**src/pcp_pkg.sv**
```systemverilog
// Package of constants for the peripheral clock prescalers
package pcp_pkg;

  // System-side divider geometry
  localparam int PCP_SYS_WIDTH = 13;
  localparam logic [12:0] PCP_SYS_RESET = 13'h0000;

  // Watch-side divider geometry
  localparam int PCP_WCH_WIDTH = 5;
  localparam logic [4:0] PCP_WCH_RESET = 5'h00;

  // Fixed pre-divide of the watch clock ahead of the watch-side divider
  localparam int PCP_WCH_PREDIV = 4;
  localparam logic [1:0] PCP_WCH_PREDIV_LAST = 2'h3;
  localparam logic [1:0] PCP_WCH_PREDIV_RESET = 2'h0;

  // Oscillator clock divide used in medium-speed mode
  localparam int PCP_MED_DIV = 16;
  localparam logic [3:0] PCP_MED_DIV_LAST = 4'hf;
  localparam logic [3:0] PCP_MED_DIV_RESET = 4'h0;

  // Position of the two clear bits within the timer mode register
  localparam int PCP_TMR_CLR_HI_POS = 3;
  localparam int PCP_TMR_CLR_LO_POS = 2;

  // Operating modes of the device
  typedef enum logic [6:0] {
    PCP_MODE_HIGH = 7'h01,
    PCP_MODE_MED = 7'h02,
    PCP_MODE_SLEEP = 7'h04,
    PCP_MODE_WATCH = 7'h08,
    PCP_MODE_SUBACT = 7'h10,
    PCP_MODE_SUBSLP = 7'h20,
    PCP_MODE_STBY = 7'h40
  } pcp_mode_t;

endpackage

```
**src/pcp_edge_div.sv**
```systemverilog
`timescale 1ns/1ps
// Modulo counter that turns an enable stream into a one-cycle carry pulse
module pcp_edge_div
  import pcp_pkg::*;
#(
  parameter int DIV = 4
) (
  // Clock and reset
  input wire logic i_ref_clk,
  input wire logic i_rst_n,
  // Control
  input wire logic i_en,
  input wire logic i_clr,
  // Carry
  output logic o_tick
);

  localparam int W = (DIV > 1) ? $clog2(DIV) : 1;
  localparam logic [W-1:0] LAST = W'(DIV - 1);

  if (DIV < 2) begin : g_bad_div
    $error("pcp_edge_div: DIV must be at least 2");
  end

  logic [W-1:0] cnt_ff;
  logic tick_ff;
  wire at_last = (cnt_ff == LAST);
  wire [W-1:0] nxt_cnt = i_clr ? '0 : (!i_en ? cnt_ff :
    (at_last ? '0 : cnt_ff + W'(1)));
  wire nxt_tick = i_en & at_last & ~i_clr;

  always_ff @(posedge i_ref_clk or negedge i_rst_n) begin
    if (!i_rst_n) begin
      cnt_ff <= '0;
      tick_ff <= 1'b0;
    end else begin
      cnt_ff <= nxt_cnt;
      tick_ff <= nxt_tick;
    end
  end

  assign o_tick = tick_ff;

endmodule // pcp_edge_div

```
**src/pcp_prescalers.sv**
```systemverilog
`timescale 1ns/1ps
// Two free-running prescalers supplying clock taps to on-chip peripherals

// Summary of operation
// - 13-bit system divider, one step per clock
// - Reset clears system divider, counts after release
// - Standby, watch, subactive and subsleep modes stop and zero system divider
// - System divider count has no software access
// - Each peripheral picks its own tap
// - Taps: system /2../8192, watch /1../128
// - Medium-speed mode counts oscillator clock over 16
// - 5-bit watch divider after divide-by-four
// - Reset clears watch divider, counts after release
// - Watch divider runs in all low-power modes
// - Both timer clear bits set clear watch divider
// - Watch taps selectable as timebase timer source
module pcp_prescalers
  import pcp_pkg::*;
#(
  parameter int SYS_WIDTH = PCP_SYS_WIDTH,
  parameter int WCH_WIDTH = PCP_WCH_WIDTH,
  parameter int NUM_PERIPH = 4
) (
  // Clock and reset
  input wire logic i_ref_clk,
  input wire logic i_rst_n,
  // Clock enables from the clock pulse generator
  input wire logic i_sys_clk_en,
  input wire logic i_osc_clk_en,
  input wire logic i_watch_clk_en,
  input wire logic i_subclk_present,
  // Operating mode, one-hot
  input wire logic [6:0] i_mode,
  // Write strobe and data of the timebase timer mode register
  input wire logic i_tmr_mode_wr,
  input wire logic [7:0] i_tmr_mode_wdata,
  // Per-peripheral tap selects: 0..12 system /2../8192
  input wire logic [NUM_PERIPH*4-1:0] i_periph_sel,
  // Timebase timer source select: watch tap index 0..7
  input wire logic [2:0] i_tb_sel,
  // Tap outputs
  output logic [SYS_WIDTH-1:0] o_sys_taps,
  output logic [7:0] o_watch_taps,
  output logic [NUM_PERIPH-1:0] o_periph_clk,
  output logic o_tb_clk,
  output logic o_sys_running
);

  // Tap packing assumes the fixed divider widths
  if (SYS_WIDTH != PCP_SYS_WIDTH || WCH_WIDTH != PCP_WCH_WIDTH) begin : g_bad_w
    $error("pcp_prescalers: divider widths are fixed");
  end
  if (NUM_PERIPH < 1) begin : g_bad_np
    $error("pcp_prescalers: NUM_PERIPH must be at least 1");
  end

  ////////////////////////////////////////////////////////////////////////////
  // Mode decode

  wire mode_med = (i_mode == PCP_MODE_MED);
  wire sys_halted = (i_mode == PCP_MODE_STBY) | (i_mode == PCP_MODE_WATCH) |
    (i_mode == PCP_MODE_SUBACT) | (i_mode == PCP_MODE_SUBSLP);

  ////////////////////////////////////////////////////////////////////////////
  // System-side divider

  logic med_tick;

  pcp_edge_div #(
    .DIV(PCP_MED_DIV)
  ) u_med_div (
    .i_ref_clk(i_ref_clk),
    .i_rst_n(i_rst_n),
    .i_en(i_osc_clk_en),
    .i_clr(~mode_med),
    .o_tick(med_tick)
  );

  // Counter input: oscillator/16 in medium speed, else system clock
  wire sys_step = mode_med ? med_tick : i_sys_clk_en;

  logic [SYS_WIDTH-1:0] sys_cnt_ff;
  // No register path exists to this count
  // Wraps from all ones to zero
  wire [SYS_WIDTH-1:0] nxt_sys_cnt = sys_halted ? PCP_SYS_RESET :
    (sys_step ? sys_cnt_ff + SYS_WIDTH'(1) : sys_cnt_ff);

  always_ff @(posedge i_ref_clk or negedge i_rst_n) begin
    if (!i_rst_n) begin
      sys_cnt_ff <= PCP_SYS_RESET;
    end else begin
      sys_cnt_ff <= nxt_sys_cnt;
    end
  end

  ////////////////////////////////////////////////////////////////////////////
  // Watch-side divider

  logic wch_tick;
  // Clear request from the timer mode register
  wire tb_clr = i_tmr_mode_wr & i_tmr_mode_wdata[PCP_TMR_CLR_HI_POS] &
    i_tmr_mode_wdata[PCP_TMR_CLR_LO_POS];

  pcp_edge_div #(
    .DIV(PCP_WCH_PREDIV)
  ) u_wch_prediv (
    .i_ref_clk(i_ref_clk),
    .i_rst_n(i_rst_n),
    .i_en(i_watch_clk_en & i_subclk_present),
    .i_clr(tb_clr),
    .o_tick(wch_tick)
  );

  logic [WCH_WIDTH-1:0] wch_cnt_ff;
  logic [1:0] wch_pre_ff;
  // Runs regardless of mode while subclock is present
  wire [WCH_WIDTH-1:0] nxt_wch_cnt = tb_clr ? PCP_WCH_RESET :
    (wch_tick ? wch_cnt_ff + WCH_WIDTH'(1) : wch_cnt_ff);
  // Mirror of the pre-divide phase for the watch /2 and /4 taps
  wire [1:0] nxt_wch_pre = tb_clr ? PCP_WCH_PREDIV_RESET :
    ((i_watch_clk_en & i_subclk_present) ?
    wch_pre_ff + 2'h1 : wch_pre_ff);

  always_ff @(posedge i_ref_clk or negedge i_rst_n) begin
    if (!i_rst_n) begin
      wch_cnt_ff <= PCP_WCH_RESET;
      wch_pre_ff <= PCP_WCH_PREDIV_RESET;
    end else begin
      wch_cnt_ff <= nxt_wch_cnt;
      wch_pre_ff <= nxt_wch_pre;
    end
  end

  ////////////////////////////////////////////////////////////////////////////
  // Tap selection

  // Watch taps: /2 and /4 from the pre-divide, /8../128 from the counter
  wire [7:0] watch_taps = {wch_cnt_ff, wch_pre_ff, i_watch_clk_en};

  function automatic logic sys_tap_pick(input logic [3:0] sel,
                                        input logic [SYS_WIDTH-1:0] taps);
    logic r;
    r = 1'b0;
    if (sel < 4'(SYS_WIDTH)) begin
      r = taps[sel];
    end
    return r;
  endfunction

  logic [NUM_PERIPH-1:0] periph_clk_ff;
  logic [NUM_PERIPH-1:0] nxt_periph_clk;

  genvar g;
  generate
    for (g = 0; g < NUM_PERIPH; g++) begin : g_periph
      assign nxt_periph_clk[g] =
        sys_tap_pick(i_periph_sel[g*4 +: 4], sys_cnt_ff);
    end
  endgenerate

  wire nxt_tb_clk = watch_taps[i_tb_sel];

  logic [SYS_WIDTH-1:0] sys_taps_ff;
  logic [7:0] watch_taps_ff;
  logic tb_clk_ff;
  logic sys_running_ff;

  always_ff @(posedge i_ref_clk or negedge i_rst_n) begin
    if (!i_rst_n) begin
      sys_taps_ff <= '0;
      watch_taps_ff <= 8'h00;
      periph_clk_ff <= '0;
      tb_clk_ff <= 1'b0;
      sys_running_ff <= 1'b0;
    end else begin
      sys_taps_ff <= sys_cnt_ff;
      watch_taps_ff <= watch_taps;
      periph_clk_ff <= nxt_periph_clk;
      tb_clk_ff <= nxt_tb_clk;
      sys_running_ff <= ~sys_halted;
    end
  end

  assign o_sys_taps = sys_taps_ff;
  assign o_watch_taps = watch_taps_ff;
  assign o_periph_clk = periph_clk_ff;
  assign o_tb_clk = tb_clk_ff;
  assign o_sys_running = sys_running_ff;

endmodule // pcp_prescalers

```
**config.mk**
```make
export PLATFORM = sky130hd
export DESIGN_NAME = pcp_prescalers
export DESIGN_NICKNAME = d
export VERILOG_FILES = /design/src/pcp_pkg.sv /design/src/pcp_edge_div.sv /design/src/pcp_prescalers.sv
export SDC_FILE = /design/constraint.sdc
export NUM_CORES = 1
export LEC_CHECK = 0
export BUFFER_PORTS_ARGS = -buffer_cell sky130_fd_sc_hd__buf_2
export CELL_PAD_IN_SITES_DETAIL_PLACEMENT = 0
export CELL_PAD_IN_SITES_GLOBAL_PLACEMENT = 1
export CORE_MARGIN = 5
export CORE_UTILIZATION = 41
export DETAILED_ROUTE_END_ITERATION = 10
export HOLD_SLACK_MARGIN = 0.03
export PLACE_DENSITY = 0.79
export SLEW_MARGIN = 20
export SYNTH_ARGS = -nofsm -noshare
export SYNTH_HDL_FRONTEND = slang
export SYNTH_SLANG_ARGS = --single-unit
```
**constraint.sdc**
```tcl
create_clock -name i_ref_clk -period 1.9 [get_ports i_ref_clk]
set_input_delay 0.38 -clock i_ref_clk [delete_from_list [all_inputs] [get_ports i_ref_clk]]
set_output_delay 0.38 -clock i_ref_clk [all_outputs]
set_load 0.1 [all_outputs]
```
Word level (Yosys, flattened, before mapping)
Index checks and enable logic that the tools add are counted.
- register bits after elaboration: 55
- input bits: 41
- logic and storage cells: 76
- $add $sub $neg: 5
- order comparisons: 9
- eq/ne operators: 8
- muxes and demuxes: 27
- bitwise gates (word level): 12
- reductions and logical operators: 3
- operator list (operator ; number):
    two-way mux 13 bit ; 2
    less-than comparator 4 x 5 -> 1 bit, second input constant ; 4
    binary-select mux 1 bit (select 4 bit) ; 4
    less-than comparator 4 bit, second input constant ; 4
    adder 13 x 1 -> 13 bit, second input constant ; 1
    two-way mux 4 bit ; 3
    two-way mux 1 bit ; 10
    two-way mux 2 bit ; 5
    two-way mux 5 bit ; 2
    AND 1 bit ; 7
    equality test 7 x 2 -> 1 bit, second input constant ; 1
    equality test 7 x 4 -> 1 bit, second input constant ; 1
    equality test 7 x 5 -> 1 bit, second input constant ; 1
    equality test 7 x 6 -> 1 bit, second input constant ; 1
    equality test 7 bit, second input constant ; 1
    nonzero test 2 bit ; 3
    adder 5 x 1 -> 5 bit, second input constant ; 1
    adder 2 x 1 -> 2 bit, second input constant ; 2
    adder 4 x 1 -> 4 bit, second input constant ; 1
    equality test 4 bit, second input constant ; 1
    less-than comparator 3 x 4 -> 1 bit, second input constant ; 1
    binary-select mux 1 bit (select 3 bit) ; 1
    OR 1 bit ; 3
    equality test 2 bit, second input constant ; 1
    other kinds (2) ; 3

Longest topological paths before layout
Gate-level depths: netlist (run 1).
- depth after elaboration: 5
- mapped depth: 6
- mapped depth without buffers: 5

By module
A second synthesis (run 1) with hierarchy kept.
- cell total of the unflattened synthesis: 259
- area total of the unflattened synthesis: 2880.3 sq um
- by module, submodules not included (module ; instances ; cells each ; area each (sq um) ; seq. area each (sq um)):
    pcp_prescalers ; 1 ; 226 ; 2519.9 ; 1176.1
    pcp_edge_div at u_med_div ; 1 ; 22 ; 227.7 ; 125.1
    pcp_edge_div at u_wch_prediv ; 1 ; 11 ; 132.6 ; 75.1

Worst setup path after synthesis (run 1)
OpenSTA, ideal clock, no wires.
- path type: input port to flip-flop
- start point: in i_mode[0]
- end point: reg sys_cnt_ff[9]
- library setup time: 0.079 ns
- arrival: 1.914 ns
- required time: 1.821 ns
- slack: -0.094 ns
- stages: 5
- cells stage by stage: or4b_1 buf_2 or4_4 a21oi_1 mux2i_1
- longest elaborated chain between the ends: 5
- elaborated cells between the ends (all ways): 11
- ends and longest elaborated chain (what ; line ; RTL):
    from (decl) ; pcp_prescalers.sv:33 ; input wire logic [6:0] i_mode,
    equality test 7 bit or equality test 7 x 4 -> 1 bit (tied branches) ; pcp_prescalers.sv:61 ; wire sys_halted = (i_mode == PCP_MODE_STBY) | (i_mode == PCP_MODE_WATCH) |
    OR 1 bit (2 in a row) ; pcp_prescalers.sv:61 ;
    OR 1 bit ; pcp_prescalers.sv:62 ; (i_mode == PCP_MODE_SUBACT) | (i_mode == PCP_MODE_SUBSLP);
    two-way mux 13 bit or nonzero test 2 bit (tied branches) ; -- ;
    to (signal assigned) ; pcp_prescalers.sv:92 ; sys_cnt_ff <= nxt_sys_cnt;
    to (decl) ; pcp_prescalers.sv:82 ; logic [SYS_WIDTH-1:0] sys_cnt_ff;
Several ways; a longest one is shown, not always the timed one.
A chain may end at the register's enable or synchronous reset.

Worst setup path in the final report (run 1)
- start point: reg sys_cnt_ff[1]
- end point: reg sys_cnt_ff[8]
- longest elaborated chain between the ends: 3
- ends and longest elaborated chain (what ; line ; RTL):
    adder 13 x 1 -> 13 bit ; pcp_prescalers.sv:86 ; (sys_step ? sys_cnt_ff + SYS_WIDTH'(1) : sys_cnt_ff);
    two-way mux 13 bit ; pcp_prescalers.sv:86 ;
    two-way mux 13 bit ; pcp_prescalers.sv:85 ; wire [SYS_WIDTH-1:0] nxt_sys_cnt = sys_halted ? PCP_SYS_RESET :
No other way between the ends. The select of a mux whose other input is x is not followed.

==> results by group, run 1 <==
Run status
  • Outcome: finished, final reports clean

Cells and area
  • Final Util: approximately half
  • Filler instances: 603
  • Most frequent cells in the layout: 61 x buf_2, 55 x dfrtp_1, 24 x buf_4, 19 x o21ai_0
  • Multi-input gate area: 0.00137 sq mm
  • FF+latch area: 0.00138 sq mm
  • Area growth, synth to finish: 24.0%
  • Share of cells above drive strength 1: 33.0%
  • Antenna Cells: 0
  • Nets: 377
  • Most common cell after layout, fill and taps aside: buf_2

Logic synthesis
  • Register area share after synthesis: 49.2%
  • Syn Std Cell Area: between 0.002 and 0.003 sq mm
  • Synthesized instance count: ~250
  • Post-synth EDFFs: 0
  • Asr flop ratio synth: 100%
  • Synth Register Bits: 55
  • Avg Inst Size Synth: 11.1 sq um
  • Yosys synthesis warning count: 0
  • Primary FF master, synth: dfrtp_1
  • Synth unique cells: 41
  • Syn Nets: 296

Clock network
  • CTS tree: yes
  • Post-CTS Setup Inserts: 0
  • # H-tree levels: 2
  • CTS clk-pin slew, worst paths: 0.10 ns
  • Worst-skew pair later-pin latency: 0.31 ns
  • Clock Tree Buf Depth: 2
  • Clock sinks: 55
  • CTS resizes: 0
  • Cts bufs inserted: 5
  • CTS hold repair buffers: 0
  • Root Driver: clkbuf_8

Critical path
  • Crit-path max FO: 7
  • Critical Path RT: 2.08 ns
  • WS Path Type: reg2reg
  • Worst reg2reg path depth: 5
  • Startpoint Class: register
  • Crit path DAT: roughly 1.9 ns
  • CP endpoint kind: register

Timing
  • Max frequency: 0.585 GHz
  • RSZ-0062 raised after global routing: false
  • Worst slew pin tran: 0.488 ns
  • Part of the cycle the worst path needs: between 80% and 90%
  • Crit path time final: 1.71 ns
  • Max-slew violations: 0
  • Final setup viols: 0
  • Setup WS post-layout: 0.191 ns
  • Clock Skews: about 0.0096 ns
  • Slew HR: 67.7%
  • Final Hold Vio Count: 0

Power and ir drop
  • Peak VDD IR: 0.000432 V
  • Comb pwr share: 37.6%
  • Lkg Pwr: between 0.0015 and 0.002 uW
  • Total Power: approximately 3500 uW
  • Clock network power share: 19.8%
  • Sequential power share: a little over two fifths
  • Pwr Density: 1010 mW/mm^2
  • Sw Share: 42.9%
  • Switching power: around 1500 uW
  • Internal Power: 2010 uW

Global route
  • Total gr overflow: 0
  • First-pass GRT wire length: ~11 mm
  • Initial antenna violation count: 0
  • Largest net degree at the start of global routing: 56
  • Number of global-route vias before repair: 2198
  • Global Route Usage Sum: 15.1%

Placement
  • DP Wirelength: 4.58 mm
  • Post-Place Setup Slack: -0.0515 ns
  • Number of buffers added on ports: 61
  • Gpl congestion: between 0.8 and 0.9

Hold path
  • Min-Delay Path Class: in2async

Detailed routing
  • DRT Pass-1 Iters: 4
  • Total Wirelength: 6.31 mm
  • Avg Vias per Cell: 5.68
  • Final ANT Viol Nets: 0
  • Routed via count: 2346
  • Residual DRC: 0
  • Drt wl/cell: 15.3 um
  • DR iter-0 viols: 93

Run
  • Max cap viols: 0

Die
  • Placeable Area: 0.00672 sq mm
  • Num ports: 68
  • Initial Util: 41.6%
  • Num rows: 30
  • Die W: 92.6 um
  • Die ar.: 0.00857 sq mm
  • Die Ht: a little over 90 um
-- Yosys cell counts (2+ instances only) --
master / n / share of area [%]
dfrtp_1: 55 / 49
o21ai_0: 19 / 3.4
a21oi_1: 16 / 2.9
mux2i_1: 15 / 5.4
nor2_1: 15 / 2.0
nand2_1: 13 / 1.7
nand4_1: 13 / 2.9
clkbuf_1: 10 / 1.3
mux4_2: 10 / 8.1
nand3_1: 10 / 1.8
xor2_1: 7 / 2.2
nor3b_1: 6 / 1.6
a211o_1: 5 / 1.6
o21bai_1: 5 / 1.3
and3_1: 4 / 0.90
ha_1: 4 / 1.8
inv_1: 4 / 0.54
nor2b_1: 4 / 0.90
o211ai_1: 4 / 1.1
o221ai_1: 4 / 1.3
a21o_1: 3 / 0.81
nor3_1: 3 / 0.54
o311ai_0: 3 / 0.94
and4_1: 2 / 0.63
-- logic make-up (layout without fill, tap and decap cells) --
logic type,after synthesis,count (layout),share of synthesized area (%)
compound gates,66,66,15.5
mux,26,26,13.8
flops,55,55,49.2
buf+inv,16,98,2.33
xor+xnor,8,8,2.51
fa+ha+maj,4,4,1.79
simple gates,76,76,14.8
-- worst max-delay path: stages, from the launching register on --
cell	delay, ns
dfrtp_1	0.51
ha_1	0.28
nand4_1	0.16
or4_1	0.42
o311ai_0	0.11
a21oi_1	0.11
-- power by group through the flow --
stage / clock network [uW] / registers [uW] / logic (uW)
3_3_place_gp: 0 / 1510 / 1320
4_1_cts: 720 / 1500 / 1330
5_1_grt: 762 / 1520 / 1390
2_1_floorplan: 0 / 2110 / 355
6_report: 694 / 1490 / 1320
3_5_place_dp: 0 / 1520 / 1330
-- layout make-up --
| class | instances | area share (%) |
|---|---|---|
| clock buffer | 6 | 2.38 |
| sequential | 55 | 39.7 |
| inverter | 4 | 0.433 |
| timing repair buffer | 86 | 14.6 |
| tap | 80 | 2.89 |
| multi-input combinational | 180 | 39.4 |
| clock inverter | 2 | 0.577 |
-- metal layers --
layer  up-vias  global-route usage, %  share of wire (%)
li1       1122                      -                  -
met1      1148                   20.3                 43
met2        71                   25.3                 49
met5         -                      0                  0
met3         5                   2.44                6.6
met4         0                   4.46                1.0
-- through the flow --
step                TNS [ns]  hold slack [ns]  instances  cell area [sq um]
floorplan                  0           0.0844        251               2820
global placement      -0.111            0.400        405               3360
detailed placement    -0.153            0.401        405               3360
CTS                        0           0.0589        413               3470
global route               0           0.0770        413               3470
finish                     0           0.0489        413               3470
-- final timing paths --
check | endpoint | startpoint | slack [ns]
setup / recovery | sys_cnt_ff[8] | sys_cnt_ff[1] | 0.19
max in group asynchronous | o_periph_clk[0] | i_rst_n | 1.61
hold reg to reg | o_watch_taps[7] | wch_cnt_ff[4] | 0.44
hold / removal | o_tb_clk | i_rst_n | 0.05
min in group i_ref_clk | o_watch_taps[0] | i_watch_clk_en | 0.23
setup reg to reg | sys_cnt_ff[8] | sys_cnt_ff[1] | 0.19
-- flip-flops by register name, summed over array words and instances (netlist names) --
name	flops
o_sys_taps	13
sys_cnt_ff	13
o_watch_taps	8
wch_cnt_ff	5
o_periph_clk	4
u_med_div.cnt_ff	4
u_wch_prediv.cnt_ff	2
wch_pre_ff	2
o_sys_running	1
o_tb_clk	1
u_med_div.o_tick	1
u_wch_prediv.o_tick	1
(Power assumes the default switching activity.)
==> inputs of run 2 (changes only) <==
- CORE_UTILIZATION: 41 -> 37
- PLACE_DENSITY: 0.79 -> 0.75
- clock period: 1.9 -> 1.4 ns (I/O delays scaled with it)
==> run 2 against run 1 <==
The run now ends with negative setup slack left. Register-to-register slack worse by 0.33 ns. Clock skew down 0.0025 ns. Non-clock buffer count increased by 40. Combinational power is 79% higher. Sequential power rose by 32%. Clock power up 37%. Setup slack worse by 0.38 ns. Via count rose by 6.9%. Largest power group is now combinational logic.
==> results by group, run 2 (same netlist as run 1, synthesis figures left out) <==
Global route
  • Global Route Usage Sum: 15.2%
  • First-pass GRT wire length: 12.0 mm
  • Initial antenna violation count: 0
  • Total gr overflow: 0
  • Largest net degree at the start of global routing: between 50 and 60
  • Number of global-route vias before repair: 2565

Critical path
  • Crit-path max FO: 5
  • Reg2Reg Setup Slack: -0.14 ns
  • Startpoint Class: input pin
  • WS Path Type: in2reg
  • CP endpoint kind: register
  • Critical Path RT: 1.64 ns
  • Crit path DAT: approximately 1.8 ns

Hold path
  • Min-Delay Path Class: in2reg

Timing
  • RSZ-0062 raised after global routing: true
  • Crit path time final: ~1.6 ns
  • Hold_ws: 0.132 ns
  • Slew HR: 67.3%
  • Max frequency: 0.629 GHz
  • Part of the cycle the worst path needs: 114%
  • Final setup viols: 18
  • Setup WS post-layout: -0.190 ns
  • Clock Skews: 0.00707 ns
  • Final Hold Vio Count: 0
  • Max-slew violations: 0
  • Worst slew pin tran: 0.493 ns

Placement
  • Gpl congestion: 0.841
  • Dpl cell area: 0.00364 sq mm
  • Placed Cells: 455
  • Number of buffers added on ports: between 60 and 70
  • DP Wirelength: 5.21 mm

Power and ir drop
  • Sw Share: 41.9%
  • Internal Power: 3060 uW
  • Sequential power share: 37.4%
  • Comb pwr share: 44.7%
  • Peak VDD IR: 0.000594 V
  • Pwr Density: around 1300 mW/mm^2
  • Clock network power share: 18.0%
  • Lkg Pwr: approximately 0.0018 uW
  • Switching power: 2210 uW

Clock network
  • Clock Tree Buf Depth: 2
  • Cts bufs inserted: 5
  • Clock sinks: 55
  • CTS tree: yes
  • Root Driver: clkbuf_8
  • # H-tree levels: 2
  • Worst-skew pair later-pin latency: 0.31 ns
  • CTS clk-pin slew, worst paths: 0.11 ns

Die
  • Placeable Area: 0.00729 sq mm
  • Die W: just under 100 um
  • Die ar.: 0.00939 sq mm
  • Num ports: 68
  • Die Ht: 96.9 um
  • Num rows: 31
  • Initial Util: 38.3%

Cells and area
  • Most common cell after layout, fill and taps aside: buf_4
  • Antenna Cells: 0
  • Most frequent cells in the layout: 54 x buf_4, 53 x dfrtp_1, 51 x buf_2, 15 x mux2i_1, 14 x nor2_1
  • Final cell count without fillers: 474
  • Post-route cell area: 0.00401 sq mm
  • Share of cells above drive strength 1: 46.7%
  • Nets: 419
  • Area growth, synth to finish: 43.5%

Detailed routing
  • DRT Pass-1 Iters: 4
  • Drt wl/cell: 15.5 um
  • DR iter-0 viols: roughly 110
  • Avg Vias per Cell: 5.29
  • Routed via count: approximately 2500
  • Final ANT Viol Nets: 0
  • Residual DRC: 0
  • Total Wirelength: 7.33 mm

Run
  • Max cap viols: 0

Run status
  • Failing checks: negative setup slack
  • Outcome: complete, but fails checks
## run 2: cell types whose count changed in the layout (fill, tap and decap cells not counted), moves of 10 or more
cell	before	now
buf_4	24	54
buf_2	61	51
o21ai_0	19	4
o21ai_1	0	13
buf_6	0	13
## run 2: power by group through the flow
| stage | registers [uW] | clock network, uW | logic (uW) |
|---|---|---|---|
| final | 1970 | 948 | 2360 |
| after CTS | 1970 | 987 | 2260 |
| after detailed placement | 1990 | 0 | 2090 |
| after global routing | 2010 | 1050 | 2460 |
| after floorplan | 2870 | 0 | 518 |
| after global placement | 1980 | 0 | 2050 |
## run 2: worst paths after layout
| path | start | cells past startpoint | end |
|---|---|---|---|
| setup / recovery | i_mode[2] | 5 | sys_cnt_ff[9] |
| hold / removal | i_watch_clk_en | 1 | o_watch_taps[0] |
| setup reg to reg | sys_cnt_ff[4] | 4 | sys_cnt_ff[9] |
| hold reg to reg | wch_cnt_ff[4] | 0 | o_watch_taps[7] |
| max in group asynchronous | i_rst_n | 3 | sys_cnt_ff[0] |
| min in group asynchronous | i_rst_n | 3 | o_tb_clk |
## run 2: critical path, cell delays in order
cell,delay (ns)
buf_6,0.09
or4b_4,0.56
or4_4,0.55
a21oi_2,0.17
mux2i_1,0.18
## run 2: stage by stage
stage	setup WS, ns	util (%)	TNS, ns	power [uW]
after floorplan	-0.351	-	-3.55	3390
after global placement	-0.482	50.0	-6.52	4030
after detailed placement	-0.557	50.0	-7.42	4080
after CTS	-0.168	53.5	-1.28	5220
after global routing	-0.203	55.0	-2.24	5520
final	-0.190	55.0	-1.56	5280
## run 2: final cells by class
type / instances / area [sq um]
Tap cell: 99 / 124
Multi-Input combinational cell: 182 / 1500
Sequential cell: 55 / 1380
Timing Repair Buffer: 126 / 895
Inverter: 4 / 15.0
Clock inverter: 3 / 31.3
Clock buffer: 5 / 68.8
Fill cell: 668 / 3280
## run 2: routing by layer
layer  track usage (%)  routed length (um)  vias to the layer above
met5                 0                   0                        -
met1              19.1                3190                     1223
met3              3.60                 367                       13
met2              25.4                3660                       66
met4              5.72                 121                        0
li1                  -                   -                     1207
## run 2: timing repair
item                                    CTS  global route
endpoints found under the setup margin   18            23
pin swaps                                15            22
buffers inserted                          6             2
resized for setup                        26            25
cloned                                    2             0
hold buffers                              1             0
endpoints found under the hold margin    55             0
==> inputs of run 3 (changes only) <==
- CORE_UTILIZATION: 37 -> 38
- PLACE_DENSITY: 0.75 -> 0.76
- SYNTH_HIERARCHICAL: unset -> 1
==> run 3 against run 2 <==
The run still ends with negative setup slack left. Clock power is 1% lower. Synthesized cell count increased by 3.2%. Clock skew about the same. Sequential power about the same. Die area is 0.30% higher. Cell count is 0.21% lower. Clock-buffer cell count did not move. Non-clock buffer count down 7. Setup slack better by 0.12 ns. Worst hold slack got worse by 0.047 ns. Critical path type is now reg2reg. Largest cell class unchanged. Largest power group unchanged.
==> results by group, run 3 <==
Critical path
  • Worst path buffer plus inverter count: 0
  • Startpoint Class: register
  • Slowest CP cell: dfrtp_1
  • Worst reg2reg path depth: 5
  • Sequence of cells on the critical path: ha_2 > and2_4 > and3_4 > or3b_4 > a21oi_2
  • Crit-path max cell delay: 0.42 ns
  • WS Path Type: reg2reg
  • Worst r2r src: sys_cnt_ff[0]
  • Crit path max-delay family: simple AND/OR/NAND/NOR gates
  • Reg2Reg Setup Slack: -0.07 ns
  • CP endpoint kind: register
  • Critical Path RT: 1.65 ns
  • Setup crit start: sys_cnt_ff[0]
  • R2r endpoint: sys_cnt_ff[2]
  • Crit-path max FO: 3
  • Worst path depth: 5
  • Crit path DAT: 1.72 ns

Timing
  • RSZ-0062 raised after global routing: true
  • Hold_ws: ~0.085 ns
  • Setup_tns: -0.277 ns
  • Part of the cycle the worst path needs: 105%
  • Max-slew violations: 0
  • Final Hold Vio Count: 0
  • Slew HR: 67.7%
  • Clock Skews: 0.00704 ns
  • Setup WS post-layout: -0.0672 ns
  • Worst slew pin tran: 0.488 ns
  • Final setup viols: 12
  • Crit path time final: 1.47 ns
  • Max frequency: 0.682 GHz

Clock network
  • Clock sinks: 55
  • CTS tree: yes
  • Root Driver: clkbuf_8
  • Clock Tree Buf Depth: 2
  • # H-tree levels: 2
  • Worst-skew pair later-pin latency: a little over 0.3 ns
  • CTS clk-pin slew, worst paths: 0.11 ns
  • Cts bufs inserted: 5

Detailed routing
  • DRT Pass-1 Iters: 4
  • Avg Vias per Cell: between 5 and 6
  • Final ANT Viol Nets: 0
  • Total Wirelength: around 7.5 mm
  • Drt wl/cell: 15.8 um
  • Routed via count: ~2500
  • DR iter-0 viols: 117
  • Residual DRC: 0

Power and ir drop
  • Total Power: approximately 5300 uW
  • Lkg Pwr: 0.00178 uW
  • Pwr Density: 1330 mW/mm^2
  • Peak VDD IR: 0.000719 V

Logic synthesis
  • Post-synth EDFFs: 0
  • Yosys synthesis warning count: 6
  • Primary FF master, synth: dfrtp_1
  • Register area share after synthesis: 47.8%
  • Share of the synthesized area in the top cell type: 47.8%
  • Syn Nets: 304
  • Synthesized instance count: 259
  • Most common cell in the netlist: dfrtp_1
  • Synth unique cells: between 40 and 50
  • Synth Register Bits: 55
  • Synth cell count leaders: 55 x dfrtp_1, 17 x o21ai_0, 16 x mux2i_1
  • Asr flop ratio synth: 100%
  • Avg Inst Size Synth: 11.1 sq um
  • Area contributors post-synth: dfrtp_1 48%, mux4_2 7.8%, mux2i_1 5.6%
  • Synth area leader: dfrtp_1
  • Syn Std Cell Area: 0.00288 sq mm

Global route
  • Number of global-route vias before repair: approximately 2500
  • Total gr overflow: 0
  • Largest net degree at the start of global routing: 46
  • Initial antenna violation count: 0
  • Global Route Usage Sum: approximately 16%
  • First-pass GRT wire length: 12.4 mm

Hold path
  • Worst hold stages: 1
  • Min-Delay Path Class: in2reg
  • Min-delay src: i_watch_clk_en
  • Hold path endpoint: o_watch_taps[0]

Cells and area
  • Area growth, synth to finish: 38.7%
  • Nets: 418
  • Most common cell after layout, fill and taps aside: buf_2
  • Antenna Cells: 0
  • Most frequent cells in the layout: 56 x buf_2, 55 x dfrtp_1, 48 x buf_4, 16 x mux2i_1, 14 x nor2_1
  • Share of cells above drive strength 1: around 45%
  • Post-route cell area: 0.00399 sq mm
  • Filler instances: 672

Run
  • Max cap viols: 0

Placement
  • Number of buffers added on ports: 61
  • Dpl cell area: 0.00361 sq mm
  • DP Wirelength: 5.24 mm
  • Gpl congestion: 0.878
  • Post-Place Setup Slack: -0.439 ns

Run status
  • Outcome: complete, but fails checks
  • Failing checks: negative setup slack

Die
  • Die Ht: between 90 and 100 um
  • Num ports: 68
  • Die ar.: around 0.0094 sq mm
  • Die W: 97.1 um
  • Placeable Area: 0.00733 sq mm
  • Initial Util: 39.3%
  • Num rows: 31
[run 3: cell types whose count changed in the layout (fill, tap and decap cells not counted), sizes merged, moves of 3 or more]
cell    before  now
buf        120  112
a211o        5    1
nand4       13    9
a211oi       1    4
and2         1    4
inv          6    9
[run 3: cell type report]
| cell class | count | area [sq um] | area share (%) |
|---|---|---|---|
| inverter | 7 | 26.3 | 0.658 |
| sequential | 55 | 1380 | 34.5 |
| clock inverter | 3 | 27.5 | 0.689 |
| multi-input combinational | 185 | 1560 | 39.0 |
| clock buffer | 5 | 68.8 | 1.72 |
| timing repair buffer | 119 | 812 | 20.3 |
| tap | 99 | 124 | 3.10 |
[run 3: cells by family after synthesis]
family,after synthesis,share of synthesized area (%)
compound gates,63,15.0
fa+ha+maj,4,1.74
mux,27,13.8
simple gates,82,16.5
flops,55,47.8
xor+xnor,8,2.43
buf+inv,20,2.78
[run 3: repair_timing]
| action | 4_1_cts | 5_1_grt |
|---|---|---|
| hold endpoints to repair | 10 | 0 |
| setup buffers | 3 | 7 |
| endpoints found under the setup margin | 18 | 24 |
| cloned | 1 | 2 |
| pin swaps | 19 | 13 |
| resized for setup | 22 | 17 |
| hold buffers | 1 | 0 |
[run 3: through the flow]
step / util (%) / instances
6_report: 54.5 / 473
5_1_grt: 54.5 / 473
4_1_cts: 52.8 / 464
3_5_place_dp: 49.3 / 451
3_3_place_gp: 49.3 / 451
2_1_floorplan: - / 259
[run 3: worst max path at each step]
stage	end	slack, ns
after global placement	sys_cnt_ff[4]	-0.40
after global routing	o_periph_clk[1]	-0.14
final	sys_cnt_ff[2]	-0.07
after detailed placement	sys_cnt_ff[1]	-0.44
after floorplan	sys_cnt_ff[4]	-0.27
after CTS	sys_cnt_ff[2]	-0.06
[run 3: where the power goes]
group | total, uW | leakage, uW | switching, uW | internal [uW]
clock network | 935 | 0.0000467 | 563 | 372
logic | 2400 | 0.00100 | 1600 | 792
registers | 1980 | 0.000734 | 139 | 1840
total | 5310 | 0.00178 | 2310 | 3000
[run 3: worst register-to-register path, stage by stage (launching register included)]
cell and delay (ns):
dfrtp_1 0.42, ha_2 0.21, and2_4 0.14, and3_4 0.15, or3b_4 0.37, a21oi_2 0.11
[run 3: layer usage]
| layer | vias up | part of all wire, % | GRT usage (%) |
|---|---|---|---|
| met5 | - | 0 | 0 |
| met1 | 1238 | 45 | 20.7 |
| met4 | 0 | 1.3 | 5.08 |
| met3 | 10 | 5.0 | 3.02 |
| li1 | 1211 | - | - |
| met2 | 77 | 49 | 26.1 |
